--- config.mk ---
export PLATFORM = sky130hd
export DESIGN_NAME = mcu_instruction_decoder
export DESIGN_NICKNAME = d
export VERILOG_FILES = /design/src/hw/mcu_decoder_pkg.sv /design/src/hw/mcu_alu.sv /design/src/hw/mcu_instruction_decoder.sv /design/src/hw/q_phase_gen.sv
export SDC_FILE = /design/constraint.sdc
export NUM_CORES = 1
export LEC_CHECK = 0
export BUFFER_PORTS_ARGS = -buffer_cell sky130_fd_sc_hd__buf_2
export CELL_PAD_IN_SITES_DETAIL_PLACEMENT = 0
export CELL_PAD_IN_SITES_GLOBAL_PLACEMENT = 1
export CORE_ASPECT_RATIO = 1.5
export CORE_UTILIZATION = 49
export CTS_BUF_LIST = sky130_fd_sc_hd__clkbuf_16
export CTS_CLUSTER_DIAMETER = 80
export CTS_CLUSTER_SIZE = 28
export DETAILED_ROUTE_END_ITERATION = 10
export PLACE_DENSITY = 0.92
export SETUP_SLACK_MARGIN = 0.02
export SYNTH_ARGS = -nofsm -noshare
export SYNTH_HDL_FRONTEND = slang
export SYNTH_SLANG_ARGS = --single-unit
--- constraint.sdc ---
create_clock -name aclk -period 6.6 [get_ports aclk]
set_clock_uncertainty 0.2 [all_clocks]
set_input_delay 0.99 -clock aclk [delete_from_list [all_inputs] [get_ports aclk]]
set_output_delay 0.99 -clock aclk [all_outputs]
set_load 0.02 [all_outputs]
--- src/hw/mcu_decoder_pkg.sv ---
// Shared types, register map, reset values and opcode patterns of the instruction decoder.
package mcu_decoder_pkg;

	typedef enum logic [1:0] {
		PH_DECODE  = 2'b00,
		PH_READ    = 2'b01,
		PH_PROCESS = 2'b10,
		PH_WRITE   = 2'b11
	} q_phase_t;

	typedef enum logic [1:0] {
		ST_EXEC = 2'b00,
		ST_NOP  = 2'b01,
		ST_PROG = 2'b10
	} exec_state_t;

	typedef enum logic [2:0] {
		ALU_ADD  = 3'b000,
		ALU_SUB  = 3'b001,
		ALU_AND  = 3'b010,
		ALU_OR   = 3'b011,
		ALU_XOR  = 3'b100,
		ALU_PASS = 3'b101
	} alu_op_t;

	typedef struct packed {
		logic wrap;
		logic z;
		logic hc;
		logic c;
	} flags_t;

	localparam logic [7:0]  REG_CTRL    = 8'h00;
	localparam logic [7:0]  REG_ACC     = 8'h04;
	localparam logic [7:0]  REG_STATUS  = 8'h08;
	localparam logic [7:0]  REG_PC      = 8'h0C;
	localparam logic [7:0]  REG_BANK    = 8'h10;
	localparam logic [7:0]  REG_PROD    = 8'h14;
	localparam int          STAT_IRQ_DIS = 4;
	localparam int          STAT_PROG   = 5;
	localparam logic [1:0]  RESP_OKAY   = 2'h0;
	localparam logic [1:0]  RESP_SLVERR = 2'h2;

	localparam logic        RUN_RST     = 1'b0;
	localparam logic [7:0]  ACC_RST     = 8'h00;
	localparam logic [7:0]  BANK_RST    = 8'h00;
	localparam logic [7:0]  LATH_RST    = 8'h00;
	localparam logic [15:0] PC_RST      = 16'h0000;
	localparam logic [3:0]  FLAGS_RST   = 4'h0;
	localparam logic        IRQ_DIS_RST = 1'b1;

	localparam logic [1:0]  NOPS_BRANCH    = 2'h1;
	localparam logic [1:0]  NOPS_SKIP      = 2'h1;
	localparam logic [1:0]  NOPS_TBL_PC_LOW = 2'h2;

	localparam logic [15:0] OP_NOP    = 16'h0000;
	localparam logic [15:0] OP_RETURN = 16'h0002;
	localparam logic [15:0] OP_IRQ_RET   = 16'h0005;
	localparam logic [15:0] OP_ADD_LIT   = 16'hB1??;
	localparam logic [15:0] OP_LIT_SUB   = 16'hB2??;
	localparam logic [15:0] OP_OR_LIT    = 16'hB3??;
	localparam logic [15:0] OP_XOR_LIT   = 16'hB4??;
	localparam logic [15:0] OP_AND_LIT   = 16'hB5??;
	localparam logic [15:0] OP_RET_LIT   = 16'hB6??;
	localparam logic [15:0] OP_LONG_CALL = 16'hB7??;
	localparam logic [15:0] OP_LOAD_LIT  = 16'hB0??;
	localparam logic [15:0] OP_BANK_LO   = 16'hB8??;
	localparam logic [15:0] OP_BANK_HI   = 16'b1011_101?_????_????;
	localparam logic [15:0] OP_MUL_LIT   = 16'hBC??;
	localparam logic [15:0] OP_CALL      = 16'b111?_????_????_????;
	localparam logic [15:0] OP_GOTO      = 16'b110?_????_????_????;
	localparam logic [15:0] OP_ADD_FILE  = 16'b0000_111?_????_????;
	localparam logic [15:0] OP_ADD_CARRY = 16'b0001_000?_????_????;
	localparam logic [15:0] OP_AND_FILE  = 16'b0000_101?_????_????;
	localparam logic [15:0] OP_XOR_FILE  = 16'b0000_110?_????_????;
	localparam logic [15:0] OP_SKIP_ZERO = 16'h33??;
	localparam logic [15:0] OP_BIT_CLR   = 16'b1000_1???_????_????;
	localparam logic [15:0] OP_BIT_SET   = 16'b1000_0???_????_????;
	localparam logic [15:0] OP_SKIP_LOW  = 16'b1001_1???_????_????;
	localparam logic [15:0] OP_SKIP_HIGH = 16'b1001_0???_????_????;
	localparam logic [15:0] OP_BIT_INV   = 16'b0011_1???_????_????;
	localparam logic [15:0] OP_CLRF   = 16'b0010_100?_????_????;
	localparam logic [15:0] OP_SETF   = 16'b0010_101?_????_????;
	localparam logic [15:0] OP_NEGW   = 16'b0010_110?_????_????;
	localparam logic [15:0] OP_DAW    = 16'b0010_111?_????_????;
	localparam logic [15:0] OP_TBL_RD = 16'b1010_10??_????_????;
	localparam logic [15:0] OP_TBL_WR = 16'b1010_11??_????_????;

endpackage

--- src/hw/mcu_alu.sv ---
// Eight-bit arithmetic and logic unit with overflow, carry, half-carry and zero outputs.
`timescale 1ns/1ps
`default_nettype none
module mcu_alu
	import mcu_decoder_pkg::*;
(
	input  wire logic [7:0] a,
	input  wire logic [7:0] b,
	input  wire logic       cin,
	input  alu_op_t         op,
	output logic [7:0]      y,
	output flags_t          fl
);

	logic [7:0] bb;
	logic       ci;
	logic [8:0] sum;
	logic [4:0] half;

	// Subtraction is a plus the inverted b plus one, so carry means no borrow.
	always_comb begin
		bb   = (op == ALU_SUB) ? ~b : b;
		ci   = (op == ALU_SUB) ? 1'b1 : cin;
		sum  = {1'b0, a} + {1'b0, bb} + {8'h00, ci};
		half = {1'b0, a[3:0]} + {1'b0, bb[3:0]} + {4'h0, ci};
		fl   = '0;
		case (op)
			ALU_ADD, ALU_SUB: begin
				y     = sum[7:0];
				fl.c  = sum[8];
				fl.hc   = half[4];
				fl.wrap = (a[7] == bb[7]) && (sum[7] != a[7]);
			end
			ALU_AND: y = a & b;
			ALU_OR:  y = a | b;
			ALU_XOR: y = a ^ b;
			// Pass hands cin through as carry, for adjust results.
			default: begin
				y    = b;
				fl.c = cin;
			end
		endcase
		fl.z = (y == 8'h00);
	end

endmodule
`default_nettype wire

--- src/hw/mcu_instruction_decoder.sv ---
// Instruction decode and execute core with AXI4-Lite access to its state.
//
// Design decisions made here: register access over AXI4-Lite and the register addresses.
`timescale 1ns/1ps
`default_nettype none
module mcu_instruction_decoder
	import mcu_decoder_pkg::*;
#(
	parameter int         STACK_DEPTH   = 16,
	parameter logic [7:0] PC_LOW_FILE_ADDR = 8'h02
) (
	input  wire logic        aclk,
	input  wire logic        aresetn,
	input  wire logic [7:0]  s_axi_awaddr,
	input  wire logic        s_axi_awvalid,
	output logic             s_axi_awready,
	input  wire logic [31:0] s_axi_wdata,
	input  wire logic [3:0]  s_axi_wstrb,
	input  wire logic        s_axi_wvalid,
	output logic             s_axi_wready,
	output logic [1:0]       s_axi_bresp,
	output logic             s_axi_bvalid,
	input  wire logic        s_axi_bready,
	input  wire logic [7:0]  s_axi_araddr,
	input  wire logic        s_axi_arvalid,
	output logic             s_axi_arready,
	output logic [31:0]      s_axi_rdata,
	output logic [1:0]       s_axi_rresp,
	output logic             s_axi_rvalid,
	input  wire logic        s_axi_rready,
	input  wire logic        instr_valid,
	input  wire logic [15:0] instr,
	output logic             instr_ready,
	output logic [15:0]      pc_addr,
	output logic [7:0]       file_addr,
	output logic [7:0]       bank_sel,
	output logic             file_rd_en,
	input  wire logic [7:0]  file_rd_data,
	output logic             file_wr_en,
	output logic [7:0]       file_wr_data,
	input  wire logic        tbl_internal,
	input  wire logic        irq_event
);

	localparam int SPW = $clog2(STACK_DEPTH);

	q_phase_t    phase;
	exec_state_t state_q;
	logic        run_q;
	logic [7:0]  acc_q;
	logic [7:0]  bank_q;
	logic [7:0]  lath_q;
	logic [7:0]  opnd_q;
	logic [7:0]  res_q;
	logic [15:0] ir_q;
	logic [15:0] pc_q;
	logic [15:0] prod_q;
	flags_t      flags_q;
	logic        irq_dis_q;
	logic        irq_dis_clr_q;
	logic        irq_seen_q;
	logic [1:0]  nop_left_q;
	logic [15:0] stack_q [STACK_DEPTH];
	logic [SPW-1:0] sp_q;

	alu_op_t     alu_op;
	logic [7:0]  alu_a;
	logic [7:0]  alu_b;
	logic        alu_cin;
	logic [7:0]  alu_y;
	flags_t      alu_fl;
	flags_t      upd;
	logic        wr_acc;
	logic        wr_file;
	logic        skip;
	logic        push;
	logic        pop;
	logic        ld_pc;
	logic        ld_lath;
	logic        mul;
	logic        ret_irq;
	logic        prog;
	logic        bank_lo;
	logic        bank_hi;
	logic [1:0]  extra;
	logic [15:0] pc_tgt;
	logic [7:0]  lath_tgt;
	logic [8:0]  daw_v;
	logic [7:0]  bit_m;
	logic        commit;
	logic        take;

	logic        aw_q;
	logic        w_q;
	logic [7:0]  awaddr_q;
	logic [31:0] wdata_q;
	logic [3:0]  wstrb_q;
	logic        do_wr;
	logic        sw_wr;
	logic [31:0] rd_mux;
	logic        rd_hit;

	function automatic logic reg_hit(input logic [7:0] addr, input logic [7:0] ofs);
		return addr[7:2] == ofs[7:2];
	endfunction

	function automatic logic [8:0] dec_adjust(input logic [7:0] v, input logic c, input logic hc);
		logic [8:0] t;
		t = {1'b0, v};
		if (hc || (t[3:0] > 4'h9)) begin
			t = t + 9'h006;
		end
		if (c || t[8] || (t[7:4] > 4'h9)) begin
			t = t + 9'h060;
		end
		t[8] = t[8] | c;
		return t;
	endfunction

	q_phase_gen u_phase (
		.aclk    (aclk),
		.aresetn (aresetn),
		.phase   (phase)
	);

	mcu_alu u_alu (
		.a   (alu_a),
		.b   (alu_b),
		.cin (alu_cin),
		.op  (alu_op),
		.y   (alu_y),
		.fl  (alu_fl)
	);

	assign instr_ready  = run_q && (state_q == ST_EXEC) && (phase == PH_DECODE);
	assign take         = instr_ready && instr_valid;
	assign commit       = (phase == PH_WRITE);
	assign pc_addr      = pc_q;
	assign file_addr    = ir_q[7:0];
	assign bank_sel     = bank_q;
	assign file_rd_en   = (phase == PH_READ);
	assign file_wr_en   = commit && wr_file;
	assign file_wr_data = res_q;
	assign bit_m        = 8'h01 << ir_q[10:8];
	assign daw_v        = dec_adjust(acc_q, flags_q.c, flags_q.hc);

	// Decode works on the latched word; forced NOP cycles load an all-zero word.
	always_comb begin
		alu_op   = ALU_PASS;
		alu_a    = acc_q;
		alu_b    = opnd_q;
		alu_cin  = 1'b0;
		upd      = '0;
		wr_acc   = 1'b0;
		wr_file  = 1'b0;
		skip     = 1'b0;
		push     = 1'b0;
		pop      = 1'b0;
		ld_pc    = 1'b0;
		ld_lath  = 1'b0;
		mul      = 1'b0;
		ret_irq  = 1'b0;
		prog     = 1'b0;
		bank_lo  = 1'b0;
		bank_hi  = 1'b0;
		extra    = 2'h0;
		pc_tgt   = {pc_q[15:13], ir_q[12:0]};
		lath_tgt = {pc_q[15:13], ir_q[12:8]};
		casez (ir_q)
			OP_ADD_LIT: begin
				alu_op = ALU_ADD;
				alu_b  = ir_q[7:0];
				wr_acc = 1'b1;
				upd    = '1;
			end
			OP_ADD_FILE, OP_ADD_CARRY: begin
				alu_op  = ALU_ADD;
				alu_cin = ir_q[12] & flags_q.c;
				wr_acc  = !ir_q[8];
				wr_file = ir_q[8];
				upd     = '1;
			end
			OP_AND_LIT, OP_OR_LIT, OP_XOR_LIT: begin
				alu_op = (ir_q[10:8] == 3'h5) ? ALU_AND :
					(ir_q[10:8] == 3'h3) ? ALU_OR : ALU_XOR;
				alu_b  = ir_q[7:0];
				wr_acc = 1'b1;
				upd.z  = 1'b1;
			end
			OP_AND_FILE, OP_XOR_FILE: begin
				alu_op  = ir_q[9] ? ALU_AND : ALU_XOR;
				wr_acc  = !ir_q[8];
				wr_file = ir_q[8];
				upd.z   = 1'b1;
			end
			OP_LIT_SUB: begin
				alu_op = ALU_SUB;
				alu_a  = ir_q[7:0];
				alu_b  = acc_q;
				wr_acc = 1'b1;
				upd    = '1;
			end
			OP_LOAD_LIT: begin
				alu_b  = ir_q[7:0];
				wr_acc = 1'b1;
			end
			OP_MUL_LIT: mul = 1'b1;
			OP_BIT_CLR, OP_BIT_SET, OP_BIT_INV: begin
				alu_b   = ir_q[15] ? (ir_q[11] ? (opnd_q & ~bit_m) : (opnd_q | bit_m))
					: (opnd_q ^ bit_m);
				wr_file = 1'b1;
			end
			OP_SKIP_LOW: skip = !opnd_q[ir_q[10:8]];
			OP_SKIP_HIGH: skip = opnd_q[ir_q[10:8]];
			OP_SKIP_ZERO: skip = (opnd_q == 8'h00);
			OP_CLRF, OP_SETF, OP_NEGW, OP_DAW: begin
				wr_file = 1'b1;
				wr_acc  = !ir_q[8];
				case (ir_q[10:9])
					2'b00: alu_b = 8'h00;
					2'b01: alu_b = 8'hFF;
					2'b10: begin
						alu_op = ALU_SUB;
						alu_a  = 8'h00;
						alu_b  = acc_q;
						upd    = '1;
					end
					default: begin
						alu_b   = daw_v[7:0];
						alu_cin = daw_v[8];
						upd.c   = 1'b1;
					end
				endcase
			end
			OP_BANK_LO: bank_lo = 1'b1;
			OP_BANK_HI: bank_hi = 1'b1;
			OP_CALL, OP_GOTO: begin
				push    = ir_q[13];
				ld_pc   = 1'b1;
				ld_lath = 1'b1;
				extra   = NOPS_BRANCH;
			end
			OP_LONG_CALL: begin
				push   = 1'b1;
				ld_pc  = 1'b1;
				pc_tgt = {lath_q, ir_q[7:0]};
				extra  = NOPS_BRANCH;
			end
			OP_RETURN, OP_IRQ_RET, OP_RET_LIT: begin
				pop     = 1'b1;
				ld_pc   = 1'b1;
				pc_tgt  = stack_q[sp_q - 1'b1];
				ret_irq = (ir_q == OP_IRQ_RET);
				alu_b   = ir_q[7:0];
				wr_acc  = ir_q[15];
				extra   = NOPS_BRANCH;
			end
			OP_TBL_RD: extra = (ir_q[7:0] == PC_LOW_FILE_ADDR) ? NOPS_TBL_PC_LOW : NOPS_BRANCH;
			OP_TBL_WR: begin
				prog  = tbl_internal;
				extra = NOPS_BRANCH;
			end
			default: begin
			end
		endcase
	end

	always_ff @(posedge aclk) begin
		if (!aresetn) begin
			ir_q   <= OP_NOP;
			opnd_q <= 8'h00;
			res_q  <= 8'h00;
		end else begin
			if (phase == PH_DECODE) begin
				ir_q <= take ? instr : OP_NOP;
			end
			if (phase == PH_READ) begin
				opnd_q <= file_rd_data;
			end
			if (phase == PH_PROCESS) begin
				res_q <= alu_y;
			end
		end
	end

	// Each forced cycle after a branch, skip or table access runs as a full NOP.
	always_ff @(posedge aclk) begin
		if (!aresetn) begin
			state_q    <= ST_EXEC;
			nop_left_q <= 2'h0;
		end else if (commit) begin
			case (state_q)
				ST_EXEC: begin
					if (prog) begin
						state_q <= ST_PROG;
					end else if (skip) begin
						state_q    <= ST_NOP;
						nop_left_q <= NOPS_SKIP;
					end else if (extra != 2'h0) begin
						state_q    <= ST_NOP;
						nop_left_q <= extra;
					end
				end
				ST_NOP: begin
					nop_left_q <= nop_left_q - 2'h1;
					if (nop_left_q == 2'h1) begin
						state_q <= ST_EXEC;
					end
				end
				ST_PROG: begin
					if (irq_seen_q || irq_event) begin
						state_q <= ST_EXEC;
					end
				end
				default: state_q <= ST_EXEC;
			endcase
		end
	end

	always_ff @(posedge aclk) begin
		if (!aresetn) begin
			irq_seen_q <= 1'b0;
		end else if (state_q != ST_PROG) begin
			irq_seen_q <= 1'b0;
		end else if (irq_event) begin
			irq_seen_q <= 1'b1;
		end
	end

	always_ff @(posedge aclk) begin
		if (!aresetn) begin
			pc_q <= PC_RST;
		end else if (sw_wr && reg_hit(awaddr_q, REG_PC)) begin
			if (wstrb_q[0]) pc_q[7:0] <= wdata_q[7:0];
			if (wstrb_q[1]) pc_q[15:8] <= wdata_q[15:8];
		end else if (take) begin
			pc_q <= pc_q + 16'h0001;
		end else if (commit) begin
			if (ld_pc) begin
				pc_q <= pc_tgt;
			end else if (skip) begin
				pc_q <= pc_q + 16'h0001;
			end else if (wr_file && (ir_q[7:0] == PC_LOW_FILE_ADDR)) begin
				pc_q <= {lath_q, res_q};
			end
		end
	end

	always_ff @(posedge aclk) begin
		if (!aresetn) begin
			sp_q <= '0;
		end else if (commit && push) begin
			stack_q[sp_q] <= pc_q;
			sp_q          <= sp_q + 1'b1;
		end else if (commit && pop) begin
			sp_q <= sp_q - 1'b1;
		end
	end

	always_ff @(posedge aclk) begin
		if (!aresetn) begin
			lath_q <= LATH_RST;
		end else if (sw_wr && reg_hit(awaddr_q, REG_PC) && wstrb_q[2]) begin
			lath_q <= wdata_q[23:16];
		end else if (commit && ld_lath) begin
			lath_q <= lath_tgt;
		end
	end

	always_ff @(posedge aclk) begin
		if (!aresetn) begin
			acc_q <= ACC_RST;
		end else if (sw_wr && reg_hit(awaddr_q, REG_ACC) && wstrb_q[0]) begin
			acc_q <= wdata_q[7:0];
		end else if (commit && wr_acc) begin
			acc_q <= res_q;
		end
	end

	always_ff @(posedge aclk) begin
		if (!aresetn) begin
			flags_q <= FLAGS_RST;
		end else if (sw_wr && reg_hit(awaddr_q, REG_STATUS) && wstrb_q[0]) begin
			flags_q <= wdata_q[3:0];
		end else if (commit) begin
			flags_q <= (alu_fl & upd) | (flags_q & ~upd);
		end
	end

	always_ff @(posedge aclk) begin
		if (!aresetn) begin
			bank_q <= BANK_RST;
		end else if (sw_wr && reg_hit(awaddr_q, REG_BANK) && wstrb_q[0]) begin
			bank_q <= wdata_q[7:0];
		end else if (commit && bank_lo) begin
			bank_q[3:0] <= ir_q[3:0];
		end else if (commit && bank_hi) begin
			bank_q[7:4] <= ir_q[7:4];
		end
	end

	always_ff @(posedge aclk) begin
		if (!aresetn) begin
			prod_q <= 16'h0000;
		end else if (commit && mul) begin
			prod_q <= 16'(acc_q) * 16'(ir_q[7:0]);
		end
	end

	// The enable is released in the next first phase so a read-modify-write cannot undo it.
	always_ff @(posedge aclk) begin
		if (!aresetn) begin
			irq_dis_q     <= IRQ_DIS_RST;
			irq_dis_clr_q <= 1'b0;
		end else begin
			if (commit && ret_irq) begin
				irq_dis_clr_q <= 1'b1;
			end else if (phase == PH_DECODE) begin
				irq_dis_clr_q <= 1'b0;
			end
			if (phase == PH_DECODE && irq_dis_clr_q) begin
				irq_dis_q <= 1'b0;
			end else if (sw_wr && reg_hit(awaddr_q, REG_STATUS) && wstrb_q[0]) begin
				irq_dis_q <= wdata_q[STAT_IRQ_DIS];
			end
		end
	end

	// Software writes to core state other than the run bit in REG_CTRL land only while the core is stopped.
	assign s_axi_awready = !aw_q && !s_axi_bvalid;
	assign s_axi_wready  = !w_q && !s_axi_bvalid;
	assign do_wr         = aw_q && w_q && !s_axi_bvalid;
	assign sw_wr         = do_wr && !run_q;
	assign s_axi_arready = !s_axi_rvalid;

	always_ff @(posedge aclk) begin
		if (!aresetn) begin
			aw_q         <= 1'b0;
			w_q          <= 1'b0;
			awaddr_q     <= 8'h00;
			wdata_q      <= 32'h0000_0000;
			wstrb_q      <= 4'h0;
			s_axi_bvalid <= 1'b0;
			s_axi_bresp  <= RESP_OKAY;
		end else begin
			if (s_axi_awvalid && s_axi_awready) begin
				aw_q     <= 1'b1;
				awaddr_q <= s_axi_awaddr;
			end
			if (s_axi_wvalid && s_axi_wready) begin
				w_q     <= 1'b1;
				wdata_q <= s_axi_wdata;
				wstrb_q <= s_axi_wstrb;
			end
			if (do_wr) begin
				aw_q         <= 1'b0;
				w_q          <= 1'b0;
				s_axi_bvalid <= 1'b1;
				s_axi_bresp  <= (awaddr_q > REG_BANK + 8'h03) ? RESP_SLVERR : RESP_OKAY;
			end else if (s_axi_bready) begin
				s_axi_bvalid <= 1'b0;
			end
		end
	end

	always_ff @(posedge aclk) begin
		if (!aresetn) begin
			run_q <= RUN_RST;
		end else if (do_wr && reg_hit(awaddr_q, REG_CTRL) && wstrb_q[0]) begin
			run_q <= wdata_q[0];
		end
	end

	always_comb begin
		rd_mux = 32'h0000_0000;
		rd_hit = 1'b1;
		if (reg_hit(s_axi_araddr, REG_CTRL)) begin
			rd_mux[0] = run_q;
		end else if (reg_hit(s_axi_araddr, REG_ACC)) begin
			rd_mux[7:0] = acc_q;
		end else if (reg_hit(s_axi_araddr, REG_STATUS)) begin
			rd_mux[3:0]         = flags_q;
			rd_mux[STAT_IRQ_DIS] = irq_dis_q;
			rd_mux[STAT_PROG]   = (state_q == ST_PROG);
		end else if (reg_hit(s_axi_araddr, REG_PC)) begin
			rd_mux[23:0] = {lath_q, pc_q};
		end else if (reg_hit(s_axi_araddr, REG_BANK)) begin
			rd_mux[7:0] = bank_q;
		end else if (reg_hit(s_axi_araddr, REG_PROD)) begin
			rd_mux[15:0] = prod_q;
		end else begin
			rd_hit = 1'b0;
		end
	end

	always_ff @(posedge aclk) begin
		if (!aresetn) begin
			s_axi_rvalid <= 1'b0;
			s_axi_rdata  <= 32'h0000_0000;
			s_axi_rresp  <= RESP_OKAY;
		end else if (s_axi_arvalid && s_axi_arready) begin
			s_axi_rvalid <= 1'b1;
			s_axi_rdata  <= rd_mux;
			s_axi_rresp  <= rd_hit ? RESP_OKAY : RESP_SLVERR;
		end else if (s_axi_rready) begin
			s_axi_rvalid <= 1'b0;
		end
	end

endmodule
`default_nettype wire

--- src/hw/q_phase_gen.sv ---
// Four-phase sequencer that splits each instruction cycle into oscillator phases.
`timescale 1ns/1ps
`default_nettype none
module q_phase_gen
	import mcu_decoder_pkg::*;
(
	input  wire logic aclk,
	input  wire logic aresetn,
	output q_phase_t  phase
);

	q_phase_t phase_q;

	always_ff @(posedge aclk) begin
		if (!aresetn) begin
			phase_q <= PH_DECODE;
		end else begin
			phase_q <= q_phase_t'(phase_q + 2'b01);
		end
	end

	assign phase = phase_q;

endmodule
`default_nettype wire

==> results of run 1 <==
[state kept, by name (all words and copies together) (netlist names), 2 cells and up, named ones only]
register	flops
stack_q	256
s_axi_rdata	24
wdata_q	24
ir_q	16
pc_addr	16
prod_q	16
acc_q	8
bank_sel	8
file_wr_data	8
lath_q	8
opnd_q	8
awaddr_q	6
sp_q	4
wstrb_q	3
nop_left_q	2
state_q	2
u_phase.phase	2
[through the flow]
stage,utilization,instances
after floorplan,-,2030
after global placement,0.5288,2675
after detailed placement,0.5288,2675
after CTS,0.5435,2713
after global routing,0.5435,2714
final,0.5435,2714
[cells by family after synthesis]
group,Yosys count,synth area share
AND/OR/NAND/NOR,635,0.1356
AO/OA/AOI/OAI,436,0.1314
flip-flops,425,0.4947
buffers and inverters,240,0.04579
multiplexers,131,0.1014
adder cells (fa/ha/maj),109,0.07369
XOR/XNOR,44,0.01722
other,1,0.0001676
[worst max-delay path by stage]
stage               cells after the start                   from  slack [ns]                       to
floorplan                              19  acc_q[5]$_SDFFE_PN0P_        1.75  prod_q[15]$_SDFFE_PN0P_
global placement                       19   ir_q[7]$_SDFFE_PN0N_        1.20                flip-flop
detailed placement                     19   ir_q[7]$_SDFFE_PN0N_        1.17                flip-flop
CTS                                    19   ir_q[7]$_SDFFE_PN0N_        1.17                flip-flop
global route                           19   ir_q[7]$_SDFFE_PN0N_        0.72                flip-flop
finish                                 19   ir_q[7]$_SDFFE_PN0N_        1.13                flip-flop
[power groups by stage]
stage | clock (uW) | combinational [uW] | sequential [uW]
6_report | 1490 | 305 | 2840
5_1_grt | 1610 | 329 | 2850
4_1_cts | 1520 | 305 | 2840
3_5_place_dp | 0 | 303 | 2900
3_3_place_gp | 0 | 295 | 2900
2_1_floorplan | 0 | 199 | 2890
[tightest hold or removal path, cell delays in order, from the launching register on]
cell     delay, ns
dfxtp_1       0.32
nand2_1       0.05
a21oi_1       0.05
[per-layer routing]
layer  global-route usage  vias to the layer above
li1                     -                     7568
met5                    0                        -
met4               0.1666                        0
met3              0.02821                      214
met1               0.3436                     8340
met2               0.5073                      794
[area by class of cell]
cell class                      count  area (um2)
Antenna cell                        1       2.502
Clock buffer                       21       525.5
Clock inverter                     17       132.6
Fill cell                        3829       20510
Inverter                           88       332.8
Multi-Input combinational cell   1365       10360
Sequential cell                   425       11070
Tap cell                          582       728.2
Timing Repair Buffer              215        1261
[cell usage in the layout, fill, tap and decap left out, types with 6 or more instances in the layout]
master / instances
xnor2_1: 23
or3_1: 14
a22oi_1: 47
o211ai_1: 20
nor2_1: 196
o21a_1: 11
ha_1: 70
nor2b_1: 21
a221oi_1: 12
nand2_1: 195
a211oi_1: 39
buf_2: 146
a221o_1: 8
o22ai_1: 11
and3_1: 13
a22o_1: 18
nand4_1: 13
buf_4: 68
dfxtp_1: 168
mux4_2: 75
o21ai_0: 43
fa_1: 38
a311oi_1: 6
edfxtp_1: 256
conb_1: 10
nor4_1: 14
inv_1: 95
a21o_1: 6
a31oi_1: 12
nand2b_1: 19
xor2_1: 19
clkbuf_16: 21
mux2i_1: 51
and2_1: 46
nor3_1: 27
nand3b_1: 13
a21oi_1: 146
nand3_1: 29
==> metrics.yaml, run 1 <==
initial_utilization: 0.4981
avgSynthCellArea_um2: 11.07
cts_tree: "yes"
die_h_um: 263.7
path_max_fanout: 16
final_hold_viol_count: 0
grt_pass1_wl_mm: 101.1
core.rowCount: 95
highest_layer: "met4"
p_sw_uw: 1108
met1_length_mm: 24.31
slew-limit-headroom: 0.2637
clkSinkCount: 425
drtIter0Drc: 1448
clkPwrFrac: 0.322
met2_length_mm: 34.26
ir_worst_vdd_uv: 297.4
place_area_um2: 23760
leakage_uw: 0.008883
port_buffers: 146
nNetsFinal: 2311
setup_slack_ns: 1.128
crit_path_end_kind: "flip-flop"
cts_resized: 0
synthDistinctLibCells: 87
core-area_um2: 44930
antenna_found_initial: 1
grt_overflow: 0
ys_ff_latch: 425
seq_area_frac_synth: 0.4947
cp_top_family: "compound AO/OA/AOI/OAI gates"
routed_wl_mm: 67.14
path_cells: "buf_4 > nor4_1 > nand4b_1 > o22a_1 > buf_4 > nand2b_1 > nor2_1 > a31o_2 > xnor2_1 > fa_1 > fa_1 > nor2b_1 > o31a_1 > o21ai_0 > a211oi_1 > a221oi_1 > a31oi_1 > a21oi_1 > a41o_1"
synth_top_area_frac: 0.3435
avgViaCountPerCell: 6.233
crit_path_top_delay_cell: "nor4_1"
critPathMaxStageDelay_ns: 0.54
firstDrtPassIters: 6
tightest_slew_ns: 1.095
power.share.sequential: 0.612
worstPathRequired_ns: 6.86
fp.dieW_um: 176.5
synthTopCellsByCount: "edfxtp_1, nor2_1, nand2_1"
hpwl_mm: 48.09
wl_met3_mm: 4.313
min_from: "prod_q[0]$_SDFFE_PN0P_"
synth_flop_cell: "edfxtp_1"
syn-instance-count: 2021
hold-worst-slack_ns: 0.2563
place_congestion: 0.9734
grt_pass1_vias: 16633
ctsHoldBuffers: 0
yosysMostFrequentCell: "edfxtp_1"
place_ws_ns: 1.165
crit_type: "reg2reg"
clock_latency_ns: 0.58
swShare: 0.2387
hold_depth: 2
powerDensity_nw_per_um2: 190.1
slew_viol_final: 0
max_freq_mhz: 182.8
grt_start_max_net_pins: 62
drive_gt1_frac: 0.1638
path_buf_inv: 2
r2r_start: "ir_q[7]$_SDFFE_PN0N_"
die-area_um2: 46550
period_share: 0.8291
p_int_uw: 3534
final_area_um2: 24420
wl_per_cell_um: 24.74
synth.cell_area_um2: 22380
holdPathEnd: "prod_q[0]$_SDFFE_PN0P_"
cp.arrival_ns: 5.73
path_clk_slew_ns: 0.10
yosys.area.top_type: "edfxtp_1"
cts.htree.levels: 1
cts-root-buf: "clkbuf_16"
power_uw: 4642
yosys_warnings: 0
max-clock-path-buffers: 3
min_path_type: "reg2reg"
maxCapViolations: 0
rsz0062_at_grt: "false"
drc_errors: 0
io_pins: 170
setup_viol: 0
async_flop_share: 0
synth.top_cells.by_area: "edfxtp_1, dfxtp_1, mux4_2, ha_1, fa_1"
route.vias.total: 16916
cts_buffers: 21
grt.total_usage: 0.2896
r2r_setup_slack_ns: 1.13
synth_edf_count: 256
cp-start-kind: "flip-flop"
min_period_ns: 5.472
cts_setup_buffers: 0
drtAntennaViolNets: 0
reg2regPathDepth: 19
power_frac_comb: 0.066
tns_ns: 0
syn_to_final_growth_pct: 9.124
outcome: "completed"
Power figures use the tool's default switching activity.
==> run 2, diff against run 1 <==
--- a/config.mk
+++ b/config.mk
@@ -5,16 +5,17 @@
 export SDC_FILE = /design/constraint.sdc
 export NUM_CORES = 1
 export LEC_CHECK = 0
+export ABC_AREA = 1
 export BUFFER_PORTS_ARGS = -buffer_cell sky130_fd_sc_hd__buf_2
 export CELL_PAD_IN_SITES_DETAIL_PLACEMENT = 0
 export CELL_PAD_IN_SITES_GLOBAL_PLACEMENT = 1
 export CORE_ASPECT_RATIO = 1.5
-export CORE_UTILIZATION = 49
+export CORE_UTILIZATION = 46
 export CTS_BUF_LIST = sky130_fd_sc_hd__clkbuf_16
 export CTS_CLUSTER_DIAMETER = 80
 export CTS_CLUSTER_SIZE = 28
 export DETAILED_ROUTE_END_ITERATION = 10
-export PLACE_DENSITY = 0.92
+export PLACE_DENSITY = 0.91
 export SETUP_SLACK_MARGIN = 0.02
 export SYNTH_ARGS = -nofsm -noshare
 export SYNTH_HDL_FRONTEND = slang
==> constraint.sdc (replaced) <==
create_clock -name aclk -period 5.2 [get_ports aclk]
set_clock_uncertainty 0.2 [all_clocks]
set_input_delay 0.78 -clock aclk [delete_from_list [all_inputs] [get_ports aclk]]
set_output_delay 0.78 -clock aclk [all_outputs]
set_load 0.02 [all_outputs]
==> metrics.yaml, run 2 <==
fin_util: 0.5126
hold_depth: 3
synth_top_family_by_area: "simple AND/OR/NAND/NOR gates"
top_register: "stack_q"
synth_edf_count: 256
final_hold_viol_count: 0
r2r_start: "ir_q[7]$_SDFFE_PN0N_"
maxCapViolations: 0
grt_pass1_vias: 19557
path_clk_slew_ns: 0.10
yosys.area_share.simple: 0.2053
avgViaCountPerCell: 5.585
min_path_type: "in2reg"
place_inst: 3489
period_share: 0.9410
ys_ff_latch: 425
reg2regPathDepth: 25
drc_errors: 0
synth_xor_area_frac: 0.01419
avgSynthCellArea_um2: 8.298
cts.htree.levels: 1
mostFrequentLayoutCell: "nand2_1"
synthTopCellsByCount: "nand2_1, inv_1, a21oi_1"
synthDistinctLibCells: 52
die_h_um: 274.9
syn-instance-count: 2752
slew-limit-headroom: 0.2736
synth.cell_area_um2: 22840
port_buffers: 146
clock_latency_ns: 0.57
cts-root-buf: "clkbuf_16"
crit_path_end_kind: "flip-flop"
cts_buffers: 20
yosys.area_share.adder: 0.07221
antennaDiodeCount: 0
slew_viol_final: 0
met1_length_mm: 25.31
synth_top_area_frac: 0.3366
nNetsFinal: 3050
async_flop_share: 0
core.rowCount: 99
fp.dieW_um: 183.9
synth_mux_area_frac: 0
max_freq_mhz: 204.4
drive_gt1_frac: 0.1025
crit_type: "reg2reg"
power_uw: 5855
cp.arrival_ns: 5.14
reg2reg_to: "file_wr_data[6]$_SDFFE_PN0N_"
wl_met3_mm: 3.643
firstDrtPassIters: 7
yosysMostFrequentCell: "nand2_1"
finalNonFillerCells: 3525
outcome: "completed"
cp-startpoint: "ir_q[7]$_SDFFE_PN0N_"
grt.total_usage: 0.2864
yosys.area.top_type: "edfxtp_1"
synth-compound-area-share: 0.1453
ir_worst_vdd_uv: 216.6
holdPathEnd: "ir_q[11]$_SDFFE_PN0N_"
routed_wl_mm: 71.87
die-area_um2: 50560
largest_register_ffs: 256
initial_utilization: 0.4679
syn_to_final_growth_pct: 9.539
cp-start-kind: "flip-flop"
path_max_fanout: 12
hold-worst-slack_ns: 0.2557
setup_viol: 0
min_from: "instr[11]"
wl_per_cell_um: 20.39
highest_layer: "met4"
drtIter0Drc: 1772
leakage_uw: 0.01073
cts_tree: "yes"
clkSinkCount: 425
worstPathRequired_ns: 5.45
hpwl_mm: 52.96
seq_area_frac_synth: 0.4848
route.vias.total: 19688
core-area_um2: 48800
drtAntennaViolNets: 0
synth.top_cells.by_area: "edfxtp_1, dfxtp_1, nand2_1, a21oi_1, inv_1"
grt_pass1_wl_mm: 109.9
reg_top3: "stack_q x256, s_axi_rdata x24, wdata_q x24"
synth_flop_cell: "edfxtp_1"
min_period_ns: 4.893
place_congestion: 0.9627
grt_overflow: 0
powerDensity_nw_per_um2: 234.1
tightest_slew_ns: 1.084
max-clock-path-buffers: 3
yosys_warnings: 0
tns_ns: 0
io_pins: 170
layout_common_cells: "nand2_1, inv_1, a21oi_1"
antenna_found_initial: 1
met2_length_mm: 36.85
grt_start_max_net_pins: 94
r2r_setup_slack_ns: 0.31
rsz0062_at_grt: "false"
==> run 2: cell types whose count changed after synthesis, sizes merged, moves of 20 or more <==
cell    change
a211oi     -31
a21oi     +123
and2       -49
buf        -22
clkbuf     +20
inv       +209
mux2i      -53
mux4       -75
nand2     +494
nand3     +121
nor2       +34
nor2b      -21
o21ai     +129
==> run 2: layout make-up <==
| class | count | area, um2 |
|---|---|---|
| multi-input combinational | 1886 | 10030 |
| clock inverter | 15 | 133.9 |
| timing repair buffer | 222 | 1301 |
| tap | 656 | 820.8 |
| sequential | 425 | 11080 |
| inverter | 300 | 1130 |
| fill | 4744 | 23790 |
| clock buffer | 21 | 525.5 |
==> run 2: report_power, final <==
group | switching (uW) | leakage, uW | internal (uW)
clock network | 1090 | 0.000358 | 838
logic | 212 | 0.00663 | 96.3
registers | 47.7 | 0.00374 | 3570
total | 1350 | 0.0107 | 4500
==> run 2: how the worst max path moves through the flow <==
stage	end	slack [ns]
2_1_floorplan	prod_q[15]$_SDFFE_PN0P_	0.59
3_3_place_gp	prod_q[15]$_SDFFE_PN0P_	0.49
3_5_place_dp	file_wr_data[6]$_SDFFE_PN0N_	0.42
4_1_cts	file_wr_data[6]$_SDFFE_PN0N_	0.38
5_1_grt	flip-flop	0.08
6_report	file_wr_data[6]$_SDFFE_PN0N_	0.31
==> run 2: worst max-delay path, stage by stage, from the launching register on <==
cell and delay (ns):
dfxtp_1 0.51, inv_1 0.15, nand2_1 0.06, nor2_1 0.42, nand2_1 0.18, nand2_1 0.12, nand2_2 0.10, nand3_1 0.18
inv_2 0.09, nand2_1 0.09, nand2_1 0.16, xor2_1 0.20, fa_1 0.46, fa_1 0.48, o21ai_0 0.37, nand2_1 0.10
nand2_1 0.09, a21oi_1 0.08, nor2_1 0.14, o21ai_0 0.11, inv_1 0.06, nand4_1 0.07, nand2_1 0.14, nand2_1 0.07
o211ai_1 0.09, inv_1 0.05
==> run 2: what timing repair did <==
item                                    in CTS  in global routing
hold buffers                                 0                  0
resized for setup                            0                  1
hold endpoints to repair                     0                  0
endpoints found under the setup margin       0                  1
buffers inserted                             0                  0
==> run 2: routing by layer <==
metal / track usage / up-vias
li1: - / 9380
met1: 0.3004 / 9333
met2: 0.5225 / 739
met3: 0.03257 / 236
met4: 0.2175 / 0
met5: 0 / -
==> run 2: per-stage QoR <==
step	instance area, um2	setup slack [ns]
after floorplan	22870	0.5909
after global placement	24350	0.4931
after detailed placement	24350	0.4189
after CTS	25010	0.3826
after global routing	25020	0.07887
final	25020	0.3067
==> run 2: logic make-up after synthesis <==
family	after synthesis
DFF	425
other	1
xor gates and xnor gates	37
and+or+nand+nor	1138
buffers and inverters	450
adders and majority gates	109
AOI/OAI and AO/OA	592
